==> config.mk <==
export PLATFORM = sky130hd
export DESIGN_NAME = dlc_sequencer
export DESIGN_NICKNAME = d
export VERILOG_FILES = /design/src/hw/dlc_pkg.sv /design/src/hw/dlc_sequencer.sv
export SDC_FILE = /design/constraint.sdc
export NUM_CORES = 2
export LEC_CHECK = 0
export BUFFER_PORTS_ARGS = -buffer_cell sky130_fd_sc_hd__buf_2
export CORE_ASPECT_RATIO = 1.25
export CORE_MARGIN = 2
export CORE_UTILIZATION = 60
export DETAILED_ROUTE_END_ITERATION = 10
export GPL_TIMING_DRIVEN = 0
export HOLD_SLACK_MARGIN = 0.02
export PLACE_DENSITY_LB_ADDON = 0.15
export REMOVE_ABC_BUFFERS = 1
export SLEW_MARGIN = 20
export SYNTH_ARGS = -nofsm -noshare
export SYNTH_HDL_FRONTEND = slang
export SYNTH_SLANG_ARGS = --single-unit
export TNS_END_PERCENT = 10
==> constraint.sdc <==
create_clock -name clk -period 12.21 [get_ports clk]
set_input_delay 2.442 -clock clk [delete_from_list [all_inputs] [get_ports clk]]
set_output_delay 2.442 -clock clk [all_outputs]
set_load 0.05 [all_outputs]
==> src/hw/dlc_pkg.sv <==
// Purpose: shared constants, types and register map of the capture sequencer
// Assumes: 100 MHz clock, byte addresses on the register bus
// Notes: times are in ms unless named otherwise
`default_nettype none
package dlc_pkg;
  localparam int CLK_NS = 10;
  localparam int MS_NS = 1000000;
  localparam int MS_CYCLES = MS_NS / CLK_NS;
  localparam logic [7:0] A_CTRL = 8'h00;
  localparam logic [7:0] A_PERIOD = 8'h04;
  localparam logic [7:0] A_MODE = 8'h08;
  localparam logic [7:0] A_ACTIVE = 8'h0C;
  localparam logic [7:0] A_IDLE = 8'h10;
  localparam logic [7:0] A_GATHER = 8'h14;
  localparam logic [7:0] A_SLIM = 8'h18;
  localparam logic [7:0] A_TLIM = 8'h1C;
  localparam logic [7:0] A_PLIM = 8'h20;
  localparam logic [7:0] A_MOTION = 8'h24;
  localparam logic [7:0] A_STATUS = 8'h28;
  localparam logic [7:0] A_COUNT = 8'h2C;
  localparam logic [7:0] A_TIME = 8'h30;
  localparam logic [7:0] A_COLOR = 8'h34;
  localparam logic [7:0] A_TPL = 8'h38;
  localparam logic [7:0] A_TLEN = 8'h3C;
  localparam logic [7:0] A_DROP = 8'h40;
  localparam int CTRL_START = 0;
  localparam int CTRL_STOP = 1;
  localparam int PER_AUTO = 16;
  localparam int MODE_PER = 0;
  localparam int MODE_BIN = 1;
  localparam int MODE_HDR = 2;
  localparam int MODE_POL = 4;
  localparam int MODE_BEG = 8;
  localparam int MODE_END = 12;
  localparam logic [31:0] RST_PERIOD = 32'h0001_0000;
  localparam logic [31:0] RST_MODE = 32'h0000_3204;
  localparam logic [31:0] RST_ACTIVE = 32'h0000_1388;
  localparam logic [31:0] RST_IDLE = 32'h0000_1388;
  localparam logic [31:0] RST_GATHER = 32'h0000_0000;
  localparam logic [31:0] RST_SLIM = 32'h0000_0064;
  localparam logic [31:0] RST_TLIM = 32'h0000_1388;
  localparam logic [31:0] RST_PLIM = 32'h0000_0001;
  localparam logic [31:0] RST_MOTION = 32'h012C_01F4;
  localparam int TPL_DEPTH = 16;
  localparam int RST_TPL_LEN = 8;
  localparam logic [63:0] RST_TPL = "%d %t %q";
  localparam logic [7:0] PCT = 8'h25;
  localparam logic [15:0] AUTO_MS_PER_TOKEN = 16'h0002;
  localparam logic [15:0] LED_FRAME_MS = 16'h07D0;
  localparam logic [15:0] LED_PULSE_MS = 16'h0064;
  localparam logic [15:0] FLASH_MS = 16'h0032;
  localparam logic [6:0] LOW_BATT_PCT = 7'h05;
  localparam logic [2:0] LED_OFF = 3'h0;
  localparam logic [2:0] LED_BLUE = 3'h1;
  localparam logic [2:0] LED_GREEN = 3'h2;
  localparam logic [2:0] LED_RED = 3'h4;
  localparam logic [2:0] LED_YELLOW = 3'h6;
  localparam logic [3:0] TRG_CMD = 4'h0;
  localparam logic [3:0] TRG_POWERUP = 4'h1;
  localparam logic [3:0] TRG_ALWAYS = 4'h1;
  localparam logic [3:0] TRG_LEFT = 4'h2;
  localparam logic [3:0] TRG_RIGHT = 4'h3;
  localparam logic [3:0] TRG_BOTH = 4'h4;
  localparam logic [3:0] TRG_MOTION = 4'h5;
  localparam logic [3:0] TRG_COUNT = 4'h6;
  localparam logic [3:0] TRG_DURATION = 4'h7;
  localparam logic [3:0] TRG_PERIODS = 4'h8;
  localparam logic [1:0] POL_APPEND = 2'h0;
  localparam logic [1:0] POL_REPLACE = 2'h1;
  localparam logic [1:0] POL_NEW = 2'h2;
  typedef enum logic [1:0] {ST_IDLE = 2'b00, ST_RUN = 2'b01, ST_GATHER = 2'b11} dlc_state_t;
  typedef struct packed {
    logic valid;
    logic token;
    logic [7:0] chr;
    logic [7:0] sub;
  } dlc_rec_t;
  typedef struct packed {
    logic open;
    logic truncate;
    logic header;
    logic [15:0] number;
  } dlc_log_t;
endpackage
`default_nettype wire

==> src/hw/dlc_sequencer.sv <==
// Purpose: capture session sequencer with pacing, formatter walk and status LED
// Assumes: pins are asynchronous; accel_mg, battery_pct, rtc_time, rec_ready on clk
// Notes: register bus is Avalon-MM, one wait state per access
// Contract
// - sample at the configured period in ms
// - skip samples when the record path is busy
// - automatic period follows data per sample
// - period zero samples as fast as possible
// - continuous style records the whole session
// - periodic style alternates capture and rest phases
// - keep gathering for the post-stop time
// - template literals, percent tokens, doubled percent
// - ascii keeps literals, binary drops them
// - append keeps one log, replace keeps last period
// - new mode numbers logs, continuous gives one
// - header line at top of each log if enabled
// - defaults: auto, continuous, left start, right stop
// - defaults: 100 samples, 1 period, 5000 ms, 0
// - default motion levels 0.5 g and 0.3 g
// - idle blue or custom, session yellow
// - green flash on every sample
// - red double pulse on card fault
// - red single pulse on low battery
// - usb charging yellow pulse, full green pulse
// - time set and read back through clock chip
// - selectable session start events
// - selectable session stop events
// - usb attach ends session, card to host
//
// Design decisions made here: the address map and the Avalon-MM interface to the registers.
`default_nettype none
module dlc_sequencer
  import dlc_pkg::*;
#(
  parameter int MS_CYC = dlc_pkg::MS_CYCLES
) (
  input wire logic clk,
  input wire logic reset_n,
  input wire logic [7:0] avs_address,
  input wire logic avs_read,
  input wire logic avs_write,
  input wire logic [31:0] avs_writedata,
  output logic [31:0] avs_readdata,
  output logic avs_waitrequest,
  input wire logic btn_left,
  input wire logic btn_right,
  input wire logic card_present,
  input wire logic card_fault,
  input wire logic usb_attached,
  input wire logic usb_power,
  input wire logic batt_charging,
  input wire logic batt_full,
  input wire logic [6:0] battery_pct,
  input wire logic [15:0] accel_mg,
  input wire logic [31:0] rtc_time,
  input wire logic rec_ready,
  output logic sample_take,
  output dlc_pkg::dlc_rec_t rec,
  output dlc_pkg::dlc_log_t log_ctl,
  output logic card_to_host,
  output logic rtc_set_valid,
  output logic [31:0] rtc_set_data,
  output logic [2:0] led_rgb
);
  import dlc_pkg::*;

  logic [7:0] pin_raw;
  logic [7:0] pin_m;
  logic [7:0] pin_s;
  logic [1:0] btn_d;
  logic [31:0] cfg_period, cfg_mode, cfg_active, cfg_idle, cfg_gather;
  logic [31:0] cfg_slim, cfg_tlim, cfg_plim, cfg_motion;
  logic [2:0] cfg_color;
  logic [7:0] tpl [TPL_DEPTH];
  logic [4:0] tpl_len;
  logic cmd_start, cmd_stop;
  dlc_state_t state;
  logic [31:0] pre_cnt, sess_ms, phase_ms, gather_ms, period_cnt;
  logic [31:0] sample_cnt, drop_cnt;
  logic [15:0] per_ms, led_ms, flash_ms;
  logic phase_act, powerup_used, stop_armed, fbusy;
  logic [4:0] fidx;
  logic tick, start_evt, stop_evt, start_go, capturing, due, take;
  logic [15:0] eff_period, auto_period;
  logic [4:0] tok_cnt;
  logic [7:0] c0, c1, c2;
  logic [31:0] next_rdata;
  logic [2:0] next_led;
  logic wr;

  // named views of the mode word and of the synchronised pins
  wire logic periodic = cfg_mode[MODE_PER];
  wire logic binary = cfg_mode[MODE_BIN];
  wire logic [1:0] pol = cfg_mode[MODE_POL +: 2];
  wire logic [3:0] beg_trg = {1'b0, cfg_mode[MODE_BEG +: 3]};
  wire logic [3:0] end_trg = cfg_mode[MODE_END +: 4];
  wire logic usb_s = pin_s[4];
  wire logic card_err = !pin_s[2] || pin_s[3];

  function automatic logic btn_hit(input logic [3:0] trg, input logic [1:0] b);
    case (trg)
      TRG_LEFT: btn_hit = b[0];
      TRG_RIGHT: btn_hit = b[1];
      TRG_BOTH: btn_hit = b[0] && b[1];
      default: btn_hit = 1'b0;
    endcase
  endfunction

  function automatic logic [7:0] tch(input logic [4:0] i);
    tch = (i < tpl_len) ? tpl[i[3:0]] : 8'h00;
  endfunction

  // pins cross into clk through two flops before use
  assign pin_raw = {batt_full, batt_charging, usb_power, usb_attached,
                    card_fault, card_present, btn_right, btn_left};
  always_ff @(posedge clk or negedge reset_n)
    if (!reset_n)
    begin
      pin_m <= 8'h00;
      pin_s <= 8'h00;
      btn_d <= 2'h0;
    end
    else
    begin
      pin_m <= pin_raw;
      pin_s <= pin_m;
      btn_d <= pin_s[1:0];
    end

  // shared ms tick, restarted with each session
  assign tick = (pre_cnt == 32'(MS_CYC - 1));
  always_ff @(posedge clk or negedge reset_n)
    if (!reset_n)
      pre_cnt <= 32'h0;
    else if (start_go || tick)
      pre_cnt <= 32'h0;
    else
      pre_cnt <= pre_cnt + 32'h1;

  always_comb
  begin
    start_evt = cmd_start;
    case (beg_trg)
      TRG_POWERUP: start_evt = start_evt || !powerup_used;
      TRG_LEFT, TRG_RIGHT, TRG_BOTH:
        start_evt = start_evt || (btn_hit(beg_trg, pin_s[1:0]) && !btn_hit(beg_trg, btn_d));
      TRG_MOTION: start_evt = start_evt || (accel_mg > cfg_motion[15:0]);
      default: start_evt = start_evt;
    endcase
    start_evt = start_evt && !usb_s;
    stop_evt = cmd_stop;
    case (end_trg)
      TRG_ALWAYS: stop_evt = 1'b1;
      TRG_LEFT, TRG_RIGHT, TRG_BOTH:
        stop_evt = stop_evt || (btn_hit(end_trg, pin_s[1:0]) && stop_armed);
      TRG_MOTION: stop_evt = stop_evt || (accel_mg < cfg_motion[31:16]);
      TRG_COUNT: stop_evt = stop_evt || (sample_cnt >= cfg_slim);
      TRG_DURATION: stop_evt = stop_evt || (sess_ms >= cfg_tlim);
      TRG_PERIODS: stop_evt = stop_evt || (periodic && period_cnt >= cfg_plim);
      default: stop_evt = stop_evt;
    endcase
  end
  assign start_go = (state == ST_IDLE) && start_evt;

  // session sequencing and log file control
  always_ff @(posedge clk or negedge reset_n)
    if (!reset_n)
    begin
      state <= ST_IDLE;
      sess_ms <= 32'h0;
      phase_ms <= 32'h0;
      gather_ms <= 32'h0;
      period_cnt <= 32'h0;
      phase_act <= 1'b0;
      powerup_used <= 1'b0;
      stop_armed <= 1'b0;
      card_to_host <= 1'b0;
      log_ctl <= '0;
    end
    else
    begin
      card_to_host <= usb_s;
      log_ctl.open <= 1'b0;
      case (state)
        ST_IDLE:
          if (start_go)
          begin
            state <= ST_RUN;
            sess_ms <= 32'h0;
            phase_ms <= 32'h0;
            period_cnt <= 32'h0;
            phase_act <= 1'b1;
            powerup_used <= 1'b1;
            stop_armed <= 1'b0;
            log_ctl <= '{open: 1'b1, truncate: 1'b1, header: cfg_mode[MODE_HDR],
                         number: 16'h0001};
          end
        ST_RUN:
        begin
          if (!btn_hit(end_trg, pin_s[1:0]))
            stop_armed <= 1'b1;
          if (usb_s)
            state <= ST_IDLE;
          else if (stop_evt)
          begin
            state <= (cfg_gather == 32'h0) ? ST_IDLE : ST_GATHER;
            gather_ms <= 32'h0;
          end
          else if (tick)
          begin
            sess_ms <= sess_ms + 32'h1;
            if (periodic && phase_act && phase_ms + 32'h1 >= cfg_active)
            begin
              phase_act <= 1'b0;
              phase_ms <= 32'h0;
              period_cnt <= period_cnt + 32'h1;
            end
            else if (periodic && !phase_act && phase_ms + 32'h1 >= cfg_idle)
            begin
              phase_act <= 1'b1;
              phase_ms <= 32'h0;
              if (pol == POL_NEW)
                log_ctl <= '{open: 1'b1, truncate: 1'b1, header: cfg_mode[MODE_HDR],
                             number: log_ctl.number + 16'h0001};
              else if (pol == POL_REPLACE)
                log_ctl <= '{open: 1'b1, truncate: 1'b1, header: cfg_mode[MODE_HDR],
                             number: log_ctl.number};
            end
            else if (periodic)
              phase_ms <= phase_ms + 32'h1;
          end
        end
        ST_GATHER:
          if (usb_s)
            state <= ST_IDLE;
          else if (tick)
          begin
            gather_ms <= gather_ms + 32'h1;
            if (gather_ms + 32'h1 >= cfg_gather)
              state <= ST_IDLE;
          end
        default: state <= ST_IDLE;
      endcase
    end

  // pacing; auto period grows with the number of tokens per record
  always_comb
  begin
    tok_cnt = 5'h00;
    for (int i = 0; i < TPL_DEPTH; i++)
      if (tpl[i] == PCT && 5'(i) < tpl_len)
        tok_cnt = tok_cnt + 5'h01;
    auto_period = {11'h000, tok_cnt} * AUTO_MS_PER_TOKEN + 16'h0001;
    eff_period = cfg_period[PER_AUTO] ? auto_period : cfg_period[15:0];
    capturing = (state == ST_RUN && (!periodic || phase_act)) || state == ST_GATHER;
    due = capturing && (eff_period == 16'h0000 || (tick && per_ms + 16'h0001 >= eff_period));
  end
  assign take = due && !fbusy;

  always_ff @(posedge clk or negedge reset_n)
    if (!reset_n)
    begin
      per_ms <= 16'h0000;
      sample_take <= 1'b0;
      sample_cnt <= 32'h0;
      drop_cnt <= 32'h0;
    end
    else if (start_go)
    begin
      per_ms <= 16'h0000;
      sample_take <= 1'b0;
      sample_cnt <= 32'h0;
      drop_cnt <= 32'h0;
    end
    else
    begin
      sample_take <= take;
      if (take)
        sample_cnt <= sample_cnt + 32'h1;
      // a late record costs a sample, never the pacing
      if (due && fbusy && eff_period != 16'h0000)
        drop_cnt <= drop_cnt + 32'h1;
      if (tick && capturing)
        per_ms <= (per_ms + 16'h0001 >= eff_period) ? 16'h0000 : per_ms + 16'h0001;
    end

  // template walk, one item per accepted record
  // a process, so a template write re-reads the characters even when fidx holds
  always_comb
  begin
    c0 = tch(fidx);
    c1 = tch(5'(fidx + 5'h01));
    c2 = tch(5'(fidx + 5'h02));
  end
  wire logic two_letter = (c1 == "u" || c1 == "n" || c1 == "c" || c1 == "r");

  always_ff @(posedge clk or negedge reset_n)
    if (!reset_n)
    begin
      fbusy <= 1'b0;
      fidx <= 5'h00;
      rec <= '0;
    end
    else if (take)
    begin
      fbusy <= 1'b1;
      fidx <= 5'h00;
    end
    else if (fbusy && (!rec.valid || rec_ready))
    begin
      if (fidx >= tpl_len)
      begin
        fbusy <= 1'b0;
        rec.valid <= 1'b0;
      end
      else if (c0 != PCT)
      begin
        rec <= '{valid: !binary, token: 1'b0, chr: c0, sub: 8'h00};
        fidx <= 5'(fidx + 5'h01);
      end
      else if (c1 == PCT)
      begin
        rec <= '{valid: !binary, token: 1'b0, chr: PCT, sub: 8'h00};
        fidx <= 5'(fidx + 5'h02);
      end
      else if (two_letter)
      begin
        rec <= '{valid: 1'b1, token: 1'b1, chr: c1, sub: c2};
        fidx <= 5'(fidx + 5'h03);
      end
      else
      begin
        rec <= '{valid: 1'b1, token: 1'b1, chr: c1, sub: 8'h00};
        fidx <= 5'(fidx + 5'h02);
      end
    end

  // status LED; pulses overlay the steady colour
  wire logic dbl = led_ms < LED_PULSE_MS
    || (led_ms >= 16'(LED_PULSE_MS * 2) && led_ms < 16'(LED_PULSE_MS * 3));
  wire logic sgl = led_ms < LED_PULSE_MS;
  always_comb
  begin
    if (card_err && dbl)
      next_led = LED_RED;
    else if (card_err && !dbl && sgl)
      next_led = LED_OFF;
    else if (!pin_s[5] && battery_pct <= LOW_BATT_PCT && sgl)
      next_led = LED_RED;
    else if (pin_s[5] && pin_s[6] && sgl)
      next_led = LED_YELLOW;
    else if (pin_s[5] && pin_s[7] && sgl)
      next_led = LED_GREEN;
    else if (state == ST_IDLE)
      next_led = cfg_color;
    else if (flash_ms != 16'h0000)
      next_led = LED_GREEN;
    else
      next_led = LED_YELLOW;
  end

  always_ff @(posedge clk or negedge reset_n)
    if (!reset_n)
    begin
      led_ms <= 16'h0000;
      flash_ms <= 16'h0000;
      led_rgb <= LED_OFF;
    end
    else
    begin
      led_rgb <= next_led;
      if (tick)
        led_ms <= (led_ms + 16'h0001 >= LED_FRAME_MS) ? 16'h0000 : led_ms + 16'h0001;
      if (sample_take)
        flash_ms <= FLASH_MS;
      else if (tick && flash_ms != 16'h0000)
        flash_ms <= flash_ms - 16'h0001;
    end

  // register bus: one wait state, data ready on the accepting edge
  assign wr = avs_write && !avs_waitrequest;
  always_comb
  begin
    case (avs_address)
      A_PERIOD: next_rdata = cfg_period;
      A_MODE: next_rdata = cfg_mode;
      A_ACTIVE: next_rdata = cfg_active;
      A_IDLE: next_rdata = cfg_idle;
      A_GATHER: next_rdata = cfg_gather;
      A_SLIM: next_rdata = cfg_slim;
      A_TLIM: next_rdata = cfg_tlim;
      A_PLIM: next_rdata = cfg_plim;
      A_MOTION: next_rdata = cfg_motion;
      A_STATUS: next_rdata = {log_ctl.number, 10'h000, card_to_host, fbusy,
                              phase_act, state == ST_RUN, state == ST_GATHER, state != ST_IDLE};
      A_COUNT: next_rdata = sample_cnt;
      A_TIME: next_rdata = rtc_time;
      A_COLOR: next_rdata = {29'h0, cfg_color};
      A_TLEN: next_rdata = {27'h0, tpl_len};
      A_DROP: next_rdata = drop_cnt;
      default: next_rdata = 32'h0;
    endcase
  end

  always_ff @(posedge clk or negedge reset_n)
    if (!reset_n)
    begin
      avs_waitrequest <= 1'b1;
      avs_readdata <= 32'h0;
    end
    else
    begin
      avs_waitrequest <= !((avs_read || avs_write) && avs_waitrequest);
      if (avs_read && avs_waitrequest)
        avs_readdata <= next_rdata;
    end

  always_ff @(posedge clk or negedge reset_n)
    if (!reset_n)
    begin
      cfg_period <= RST_PERIOD;
      cfg_mode <= RST_MODE;
      cfg_active <= RST_ACTIVE;
      cfg_idle <= RST_IDLE;
      cfg_gather <= RST_GATHER;
      cfg_slim <= RST_SLIM;
      cfg_tlim <= RST_TLIM;
      cfg_plim <= RST_PLIM;
      cfg_motion <= RST_MOTION;
      cfg_color <= LED_BLUE;
      tpl_len <= 5'(RST_TPL_LEN);
      for (int i = 0; i < TPL_DEPTH; i++)
        tpl[i] <= (i < RST_TPL_LEN) ? RST_TPL[8 * (RST_TPL_LEN - 1 - i) +: 8] : 8'h00;
      cmd_start <= 1'b0;
      cmd_stop <= 1'b0;
      rtc_set_valid <= 1'b0;
      rtc_set_data <= 32'h0;
    end
    else
    begin
      cmd_start <= wr && avs_address == A_CTRL && avs_writedata[CTRL_START];
      cmd_stop <= wr && avs_address == A_CTRL && avs_writedata[CTRL_STOP];
      rtc_set_valid <= wr && avs_address == A_TIME;
      if (wr)
        case (avs_address)
          A_PERIOD: cfg_period <= avs_writedata & 32'h0001_FFFF;
          A_MODE: cfg_mode <= avs_writedata;
          A_ACTIVE: cfg_active <= avs_writedata;
          A_IDLE: cfg_idle <= avs_writedata;
          A_GATHER: cfg_gather <= avs_writedata;
          A_SLIM: cfg_slim <= avs_writedata;
          A_TLIM: cfg_tlim <= avs_writedata;
          A_PLIM: cfg_plim <= avs_writedata;
          A_MOTION: cfg_motion <= avs_writedata;
          A_TIME: rtc_set_data <= avs_writedata;
          A_COLOR: cfg_color <= avs_writedata[2:0];
          A_TPL: tpl[avs_writedata[11:8]] <= avs_writedata[7:0];
          A_TLEN: tpl_len <= (avs_writedata[4:0] > 5'(TPL_DEPTH)) ? 5'(TPL_DEPTH)
                                                                    : avs_writedata[4:0];
          default: cfg_color <= cfg_color;
        endcase
    end

  // checks
  property p_take_cause;
    @(posedge clk) disable iff (!reset_n) sample_take |-> $past(capturing);
  endproperty
  a_take_cause: assert property (p_take_cause) else $error("sample outside capture");
  property p_drop;
    @(posedge clk) disable iff (!reset_n)
      (due && fbusy && eff_period != 16'h0000 && !start_go)
      |=> drop_cnt == $past(drop_cnt) + 32'h1;
  endproperty
  a_drop: assert property (p_drop) else $error("skipped sample not counted");
  property p_zero;
    @(posedge clk) disable iff (!reset_n)
      (eff_period == 16'h0000 && capturing && !fbusy && !start_go) |=> sample_take;
  endproperty
  a_zero: assert property (p_zero) else $error("period zero did not sample");
  property p_rest;
    @(posedge clk) disable iff (!reset_n)
      (state == ST_RUN && periodic && !phase_act)[*2] |-> !sample_take;
  endproperty
  a_rest: assert property (p_rest) else $error("sample during rest");
  property p_gather_end;
    @(posedge clk) disable iff (!reset_n)
      (state == ST_GATHER && !usb_s && tick && gather_ms + 32'h1 >= cfg_gather)
      |=> state == ST_IDLE;
  endproperty
  a_gather_end: assert property (p_gather_end) else $error("gather overran");
  property p_pct;
    @(posedge clk) disable iff (!reset_n)
      (fbusy && !take && (!rec.valid || rec_ready) && fidx < tpl_len && c0 == PCT
       && c1 == PCT && !binary) |=> rec.valid && !rec.token && rec.chr == PCT;
  endproperty
  a_pct: assert property (p_pct) else $error("doubled percent lost");
  property p_binary;
    @(posedge clk) disable iff (!reset_n)
      (binary && $stable(binary) && $rose(rec.valid)) |-> rec.token;
  endproperty
  a_binary: assert property (p_binary) else $error("literal in binary mode");
  property p_first_log;
    @(posedge clk) disable iff (!reset_n)
      start_go |=> log_ctl.open && log_ctl.number == 16'h0001 && state == ST_RUN;
  endproperty
  a_first_log: assert property (p_first_log) else $error("first log not number one");
  property p_usb;
    @(posedge clk) disable iff (!reset_n)
      (usb_s && state != ST_IDLE) |=> state == ST_IDLE ##1 card_to_host;
  endproperty
  a_usb: assert property (p_usb) else $error("usb did not end session");
endmodule
`default_nettype wire

**Yosys cells after proc, flatten, opt, wreduce, memory -nomap -nowiden**

Cells that the tools add are included.

- Word-level logic and storage cells: 468
- Register bits after elaboration: 820
- Output and inout bits: 108
- Bits of input ports: 108

- Muxes and demuxes: 124
- Equality and inequality tests: 75
- Order comparisons: 40
- $add $sub $neg: 30
- Bitwise operators: 6
- Reductions and logical operators: 130

Operators with widths:

| cell | count |
|---|---|
| 2-to-1 mux 32 bit | 23 |
| case mux 32 bit (15 select lines) | 1 |
| case mux 32 bit (2 select lines) | 4 |
| adder 32 x 1 -> 32 bit (second input constant) | 7 |
| == test 8 x 6 -> 1 bit (second input constant) | 25 |
| >= comparator 32 bit | 6 |
| 2-to-1 mux 19 bit | 8 |
| bitwise mux 128 bit | 1 |
| 2-to-1 mux 16 bit | 7 |
| 2-to-1 mux 5 bit | 22 |
| binary-select mux 8 bit (select 4 bit) | 3 |
| 2-to-1 mux 8 bit | 11 |
| adder 5 x 1 -> 5 bit (second input constant) | 16 |
| logical AND 1 bit | 54 |
| adder 16 x 1 -> 16 bit (second input constant) | 3 |
| == test 8 x 7 -> 1 bit (second input constant) | 5 |
| less-than comparator 4 x 5 -> 1 bit (first input constant) | 8 |
| case mux 19 bit (2 select lines) | 1 |
| 2-to-1 mux 18 bit | 2 |
| AND reduction 2 bit | 17 |
| demux 8 bit (select 4 bit) | 1 |
| == test 32 x 17 -> 1 bit (second input constant) | 1 |
| == test 8 x 5 -> 1 bit (second input constant) | 4 |
| logical NOT 32 bit | 1 |
| 56 further kinds | 174 |

**Logic depth before layout (Yosys ltp)**

- Word-level depth: 43
- Mapped depth: 63
- Gate-level depth less buffers: 60

**Least setup slack after synthesis**

No wires, ideal clock.

- Path type: flip-flop to flip-flop
- Start point: register tpl_len[1]
- End point: register drop_cnt[24]
- Cell stages (with the launch flop): 59
- Period minus slack after synthesis: 10.735 ns
- Arrival: 10.669 ns
- Setup time: 0.066 ns
- Data required time: 12.144 ns
- Buffers on the path: 3
- Slack: 1.475 ns
- Cell sequence: dfrtp_1 -> clkbuf_1 -> or3_1 -> o211a_1 -> ha_1 -> xnor2_1 -> inv_2 -> ha_1 -> nand2_1 -> o31ai_1 -> ha_1 -> xnor2_1 -> nor2_1 -> a211oi_1 -> a21oi_1 -> ha_1 -> xnor2_1 -> nor3_1 -> [23 not listed] -> ha_1 -> a21o_1 -> a21o_1 -> a21o_1 -> a21o_1 -> a21o_1 -> a21o_1 -> a21o_1 -> a21o_1 -> a21oi_1 -> o21ai_0 -> a31oi_1 -> nand3b_1 -> o41a_1 -> buf_4 -> buf_1 -> o211ai_1 -> nand2_1

- Word-level cells in the longest chain between the ends: 42
- Elaborated cells between the ends (all ways): 74
- Classes of those cells: add/sub (16); order compare (17); mux (17); reduce/logical (24)

Ends and longest elaborated chain:

| item | RTL line | RTL |
|---|---|---|
| start: declaration | dlc_sequencer.sv:75 | `logic [4:0] tpl_len;` |
| start signal: assignment | dlc_sequencer.sv:431 | `tpl_len <= 5'(RST_TPL_LEN);` |
| start signal: assignment | dlc_sequencer.sv:458 | `A_TLEN: tpl_len <= (avs_writedata[4:0] > 5'(TPL_DEPTH)) ? 5'(TPL_DEPTH)` |
| less-than comparator 1 x 5 -> 1 bit | dlc_sequencer.sv:251 | `if (tpl[i] == PCT && 5'(i) < tpl_len)` |
| logical AND 1 bit | dlc_sequencer.sv:251 |  |
| 2-to-1 mux 1 bit | dlc_sequencer.sv:251 |  |
| adder 5 x 1 -> 5 bit | dlc_sequencer.sv:252 | `tok_cnt = tok_cnt + 5'h01;` |
| 2-to-1 mux 5 bit | dlc_sequencer.sv:251 |  |
| adder 5 x 1 -> 5 bit | dlc_sequencer.sv:252 |  |
| 2-to-1 mux 5 bit | dlc_sequencer.sv:251 |  |
| adder 5 x 1 -> 5 bit | dlc_sequencer.sv:252 |  |
| [26 not listed] | -- |  |
| 2-to-1 mux 16 bit * | dlc_sequencer.sv:254 | `eff_period = cfg_period[PER_AUTO] ? auto_period : cfg_period[15:0];` |
| >= comparator 16 bit | dlc_sequencer.sv:256 | `due = capturing && (eff_period == 16'h0000 \|\| (tick && per_ms + 16'h0001 >= eff_period));` |
| logical AND 1 bit | dlc_sequencer.sv:256 |  |
| logical OR 1 bit | dlc_sequencer.sv:256 |  |
| logical AND 1 bit | dlc_sequencer.sv:256 |  |
| logical AND 1 bit | dlc_sequencer.sv:281 | `if (due && fbusy && eff_period != 16'h0000)` |
| logical AND 1 bit * | dlc_sequencer.sv:281 |  |
| nonzero test 2 bit (no source line) * | -- |  |
| end signal: assignment | dlc_sequencer.sv:282 | `drop_cnt <= drop_cnt + 32'h1;` |
| end: declaration | dlc_sequencer.sv:79 | `logic [31:0] sample_cnt, drop_cnt;` |

Mark *: on every way between the ends. The rest lies on a longest branch, timed or not.
A chain may end at the register's enable or synchronous reset.

**Worst setup path after layout**

- Start point: register tpl[114] in the netlist's numbering
- End point: register sample_cnt[21]

- Word-level cells in the longest chain between the ends: 39
- Elaborated cells between the ends (all ways): 40
- Classes of those cells: add/sub (15); order compare (1); eq/ne (1); mux (16); reduce/logical (7)

Ends and longest elaborated chain:

| item | RTL line | RTL |
|---|---|---|
| start: declaration | dlc_sequencer.sv:74 | `logic [7:0] tpl [TPL_DEPTH];` |
| start signal: indexed assignment | dlc_sequencer.sv:433 | `tpl[i] <= (i < RST_TPL_LEN) ? RST_TPL[8 * (RST_TPL_LEN - 1 - i) +: 8] : 8'h00;` |
| start signal: indexed assignment | dlc_sequencer.sv:457 | `A_TPL: tpl[avs_writedata[11:8]] <= avs_writedata[7:0];` |
| == test 8 x 6 -> 1 bit * | dlc_sequencer.sv:251 |  |
| logical AND 1 bit * | dlc_sequencer.sv:251 |  |
| 2-to-1 mux 5 bit * | dlc_sequencer.sv:251 |  |
| adder 5 x 1 -> 5 bit | dlc_sequencer.sv:252 |  |
| 2-to-1 mux 5 bit * | dlc_sequencer.sv:251 |  |
| adder 5 x 1 -> 5 bit | dlc_sequencer.sv:252 |  |
| 2-to-1 mux 5 bit * | dlc_sequencer.sv:251 |  |
| adder 5 x 1 -> 5 bit | dlc_sequencer.sv:252 |  |
| [23 not listed] | -- |  |
| adder 6 x 1 -> 7 bit * | dlc_sequencer.sv:253 | `auto_period = {11'h000, tok_cnt} * AUTO_MS_PER_TOKEN + 16'h0001;` |
| 2-to-1 mux 16 bit * | dlc_sequencer.sv:254 |  |
| >= comparator 16 bit | dlc_sequencer.sv:256 |  |
| logical AND 1 bit | dlc_sequencer.sv:256 |  |
| logical OR 1 bit * | dlc_sequencer.sv:256 |  |
| logical AND 1 bit * | dlc_sequencer.sv:256 |  |
| logical AND 1 bit * | dlc_sequencer.sv:258 | `assign take = due && !fbusy;` |
| nonzero test 2 bit (no source line) * | -- |  |
| end signal: assignment | dlc_sequencer.sv:279 | `sample_cnt <= sample_cnt + 32'h1;` |
| end: declaration | dlc_sequencer.sv:79 |  |

Marked as above.

==> metrics.txt <==
IO Count 216; Critical Path Source Type flip-flop; FFs w/ async S/R, synth 100%; DP HPWL 120000 um; R2R setup slack 0.61 ns; Largest register FFs 128; Clock Tree Buf Depth 3; Die H 328 um; share of cells above drive strength 1 23.0%; Setup Skew 0.0356 ns; Leakage 25.2 nW; Die ar. 86200 um^2; vias in the first global route 40.4k; max layer used met5; H-tree depth 3; cts bufs inserted 87; Synth Register Bits 820; detailed-route via count 41.5k; final hold violations 0; routed wl met3 14700 um; Core ar. 83000 um^2; initial antenna violation count 12; hold bufs inserted after CTS 0; clock-pin slew on the worst setup and hold paths 0.06 ns; Mapped Area 50300 um^2; FP Rows 118; Max FO, Critical Path 6; area occupied by multi-input gates 28000 um^2; fin nets 5316; post-placement setup slack -0.974 ns; crit path capture sample_cnt[21]; placed inst area 52900 um^2; CP peak stage delay 0.56 ns; TritonCTS clock tree built; number of synthesized flops with an enable pin 0; global route total overflow 0; DRC Markers 0; largest net degree at the start of global routing 136; Root Buffer Master clkbuf_16; Fillers 6298; Most common cell on crit path ha_1; Die X 263 um; vias per cell 6.83; critical path required time 12.78 ns; pwr dens 121 nW/um^2; met2 WL 74500 um; endpoints failing setup 0; fin area 56300 um^2; FF-to-FF End sample_cnt[21]; fin crit share 95.0%; crit path from tpl[114]; Cell Count, Final, Fillers Out 6081; Worst slew margin 25.8%; Unique masters post-synth 96; Slew @ Worst Pin 1.11 ns; Initial Util 60.6%; max cap viols 0; synthesized instance count 4817; clk sinks 820; critical path class flip-flop to flip-flop; Wirelength per Cell 27.6 um; drt pass-1 iters 5; met1 wire length 61000 um; total track usage 38.6%; dpl cells 5899; worst reg2reg path startpoint tpl[114]; fmax 0.0862 GHz; CP endpoint kind flip-flop; register area share after synthesis 40.9%; R2R depth 57; maximum vdd drop 117 uV; first-pass GRT wire length 251000 um; fin. max-slew vios 0; synthesized area per cell 10.4 um^2; Tightest Hold Check Type flip-flop to flip-flop; Final Critical Period 11.60 ns; Antenna Nets Post-Route 0; GPL Wtd Cong 0.974; CP arrival 12.18 ns; hold_ws 0.350 ns; area grow syn2layout 11.9%; most frequent cells in the layout dfrtp_1 (754), mux2_2 (439), nand2_1 (336), inv_1 (311), ha_1 (284); CP max stage cell dfstp_2; Largest Register tpl; total length of routed wires 168000 um; worst-skew pair later-pin latency 0.70 ns; Register Area 20600 um^2; run status complete, no violations; most common cell after layout, fill and taps aside dfrtp_1; setup ws final 0.606 ns; # port buffers 214; Initial DRC Count 4214; Synth Flop Type dfrtp_1; Synth Warn # 0
## report_power, final
part | internal (mW) | leakage, nW | total (mW) | switching, mW
Sequential | 2.85 | 10.9 | 3.09 | 0.233
Clock | 1.61 | 1.46 | 2.82 | 1.20
Combinational | 0.339 | 12.8 | 0.890 | 0.551
## cell type report
| type | count | area share [%] |
|---|---|---|
| sequential | 820 | 36.6 |
| tap | 1080 | 2.40 |
| timing repair buffer | 274 | 3.82 |
| clock buffer | 125 | 4.48 |
| multi-input combinational | 3424 | 49.7 |
| antenna | 6 | 0.0267 |
| inverter | 315 | 2.10 |
| clock inverter | 37 | 0.825 |
## kinds of logic (layout without fill, tap and decap cells)
family	after synthesis	after routing	share of synthesized area, %
muxes	594	594	15.9
and+or+nand+nor	1387	1387	14.4
xor gates and xnor gates	193	193	3.76
DFF	820	820	40.9
other	0	6	0
adders and majority gates	287	287	7.14
buffers and inverters	574	751	4.32
AOI/OAI and AO/OA	962	963	13.5
## synth_stat cells, types with 95 or more instances
library cell / n / area share, %
a21o_1: 124 / 1.9
dfrtp_1: 761 / 38
mux2_2: 439 / 9.8
nor2_1: 235 / 1.8
nand2b_1: 98 / 1.2
mux4_2: 120 / 5.4
clkbuf_1: 207 / 1.5
a22o_1: 107 / 1.9
inv_1: 312 / 2.3
a21oi_1: 137 / 1.4
xnor2_1: 95 / 1.7
nand2_1: 345 / 2.6
nand3_1: 161 / 1.6
ha_1: 286 / 7.1
o21ai_0: 199 / 2.0
## per-layer routing
metal	track usage (%)	vias to the layer above
met1	46.0	20500
met3	8.64	715
met4	34.1	12
met2	59.4	2240
li1	-	18000
met5	0	-
## worst min path at each step
stage,startpoint,to,slack (ns),cells past startpoint
6_report,pin_m[4],pin_s[4],0.35,0
5_1_grt,pin_m[4],pin_s[4],0.35,0
2_1_floorplan,pin_m[0],pin_s[0],0.33,0
3_3_place_gp,pin_m[0],pin_s[0],0.33,0
4_1_cts,pin_m[4],pin_s[4],0.35,0
3_5_place_dp,pin_m[4],pin_s[4],0.34,0
## critical path, delay by kind of cell (launching register included)
kind	cells	cell delay (ns)
AOI/OAI and AO/OA	23	4.37
adders and majority gates	10	3.17
and+or+nand+nor	11	1.56
xor gates and xnor gates	6	0.95
buffers and inverters	6	0.71
DFF	1	0.56
muxes	1	0.13
## metrics by stage
step	power (mW)	util, %	TNS, ns
6_report	6.80	67.8	0
5_1_grt	7.01	67.8	-0.514
4_1_cts	6.77	67.5	0
3_5_place_dp	3.98	63.8	-43.04
3_3_place_gp	3.92	62.3	-7245.76
2_1_floorplan	3.56	-	0
## repair_timing
| action | in CTS | in global routing |
|---|---|---|
| pin swaps | 0 | 4 |
| setup buffers | 0 | 11 |
| setup endpoints to repair | 86 | 87 |
| gates cloned | 0 | 2 |
| gates resized for setup | 13 | 29 |
(Power assumes the default switching activity.)
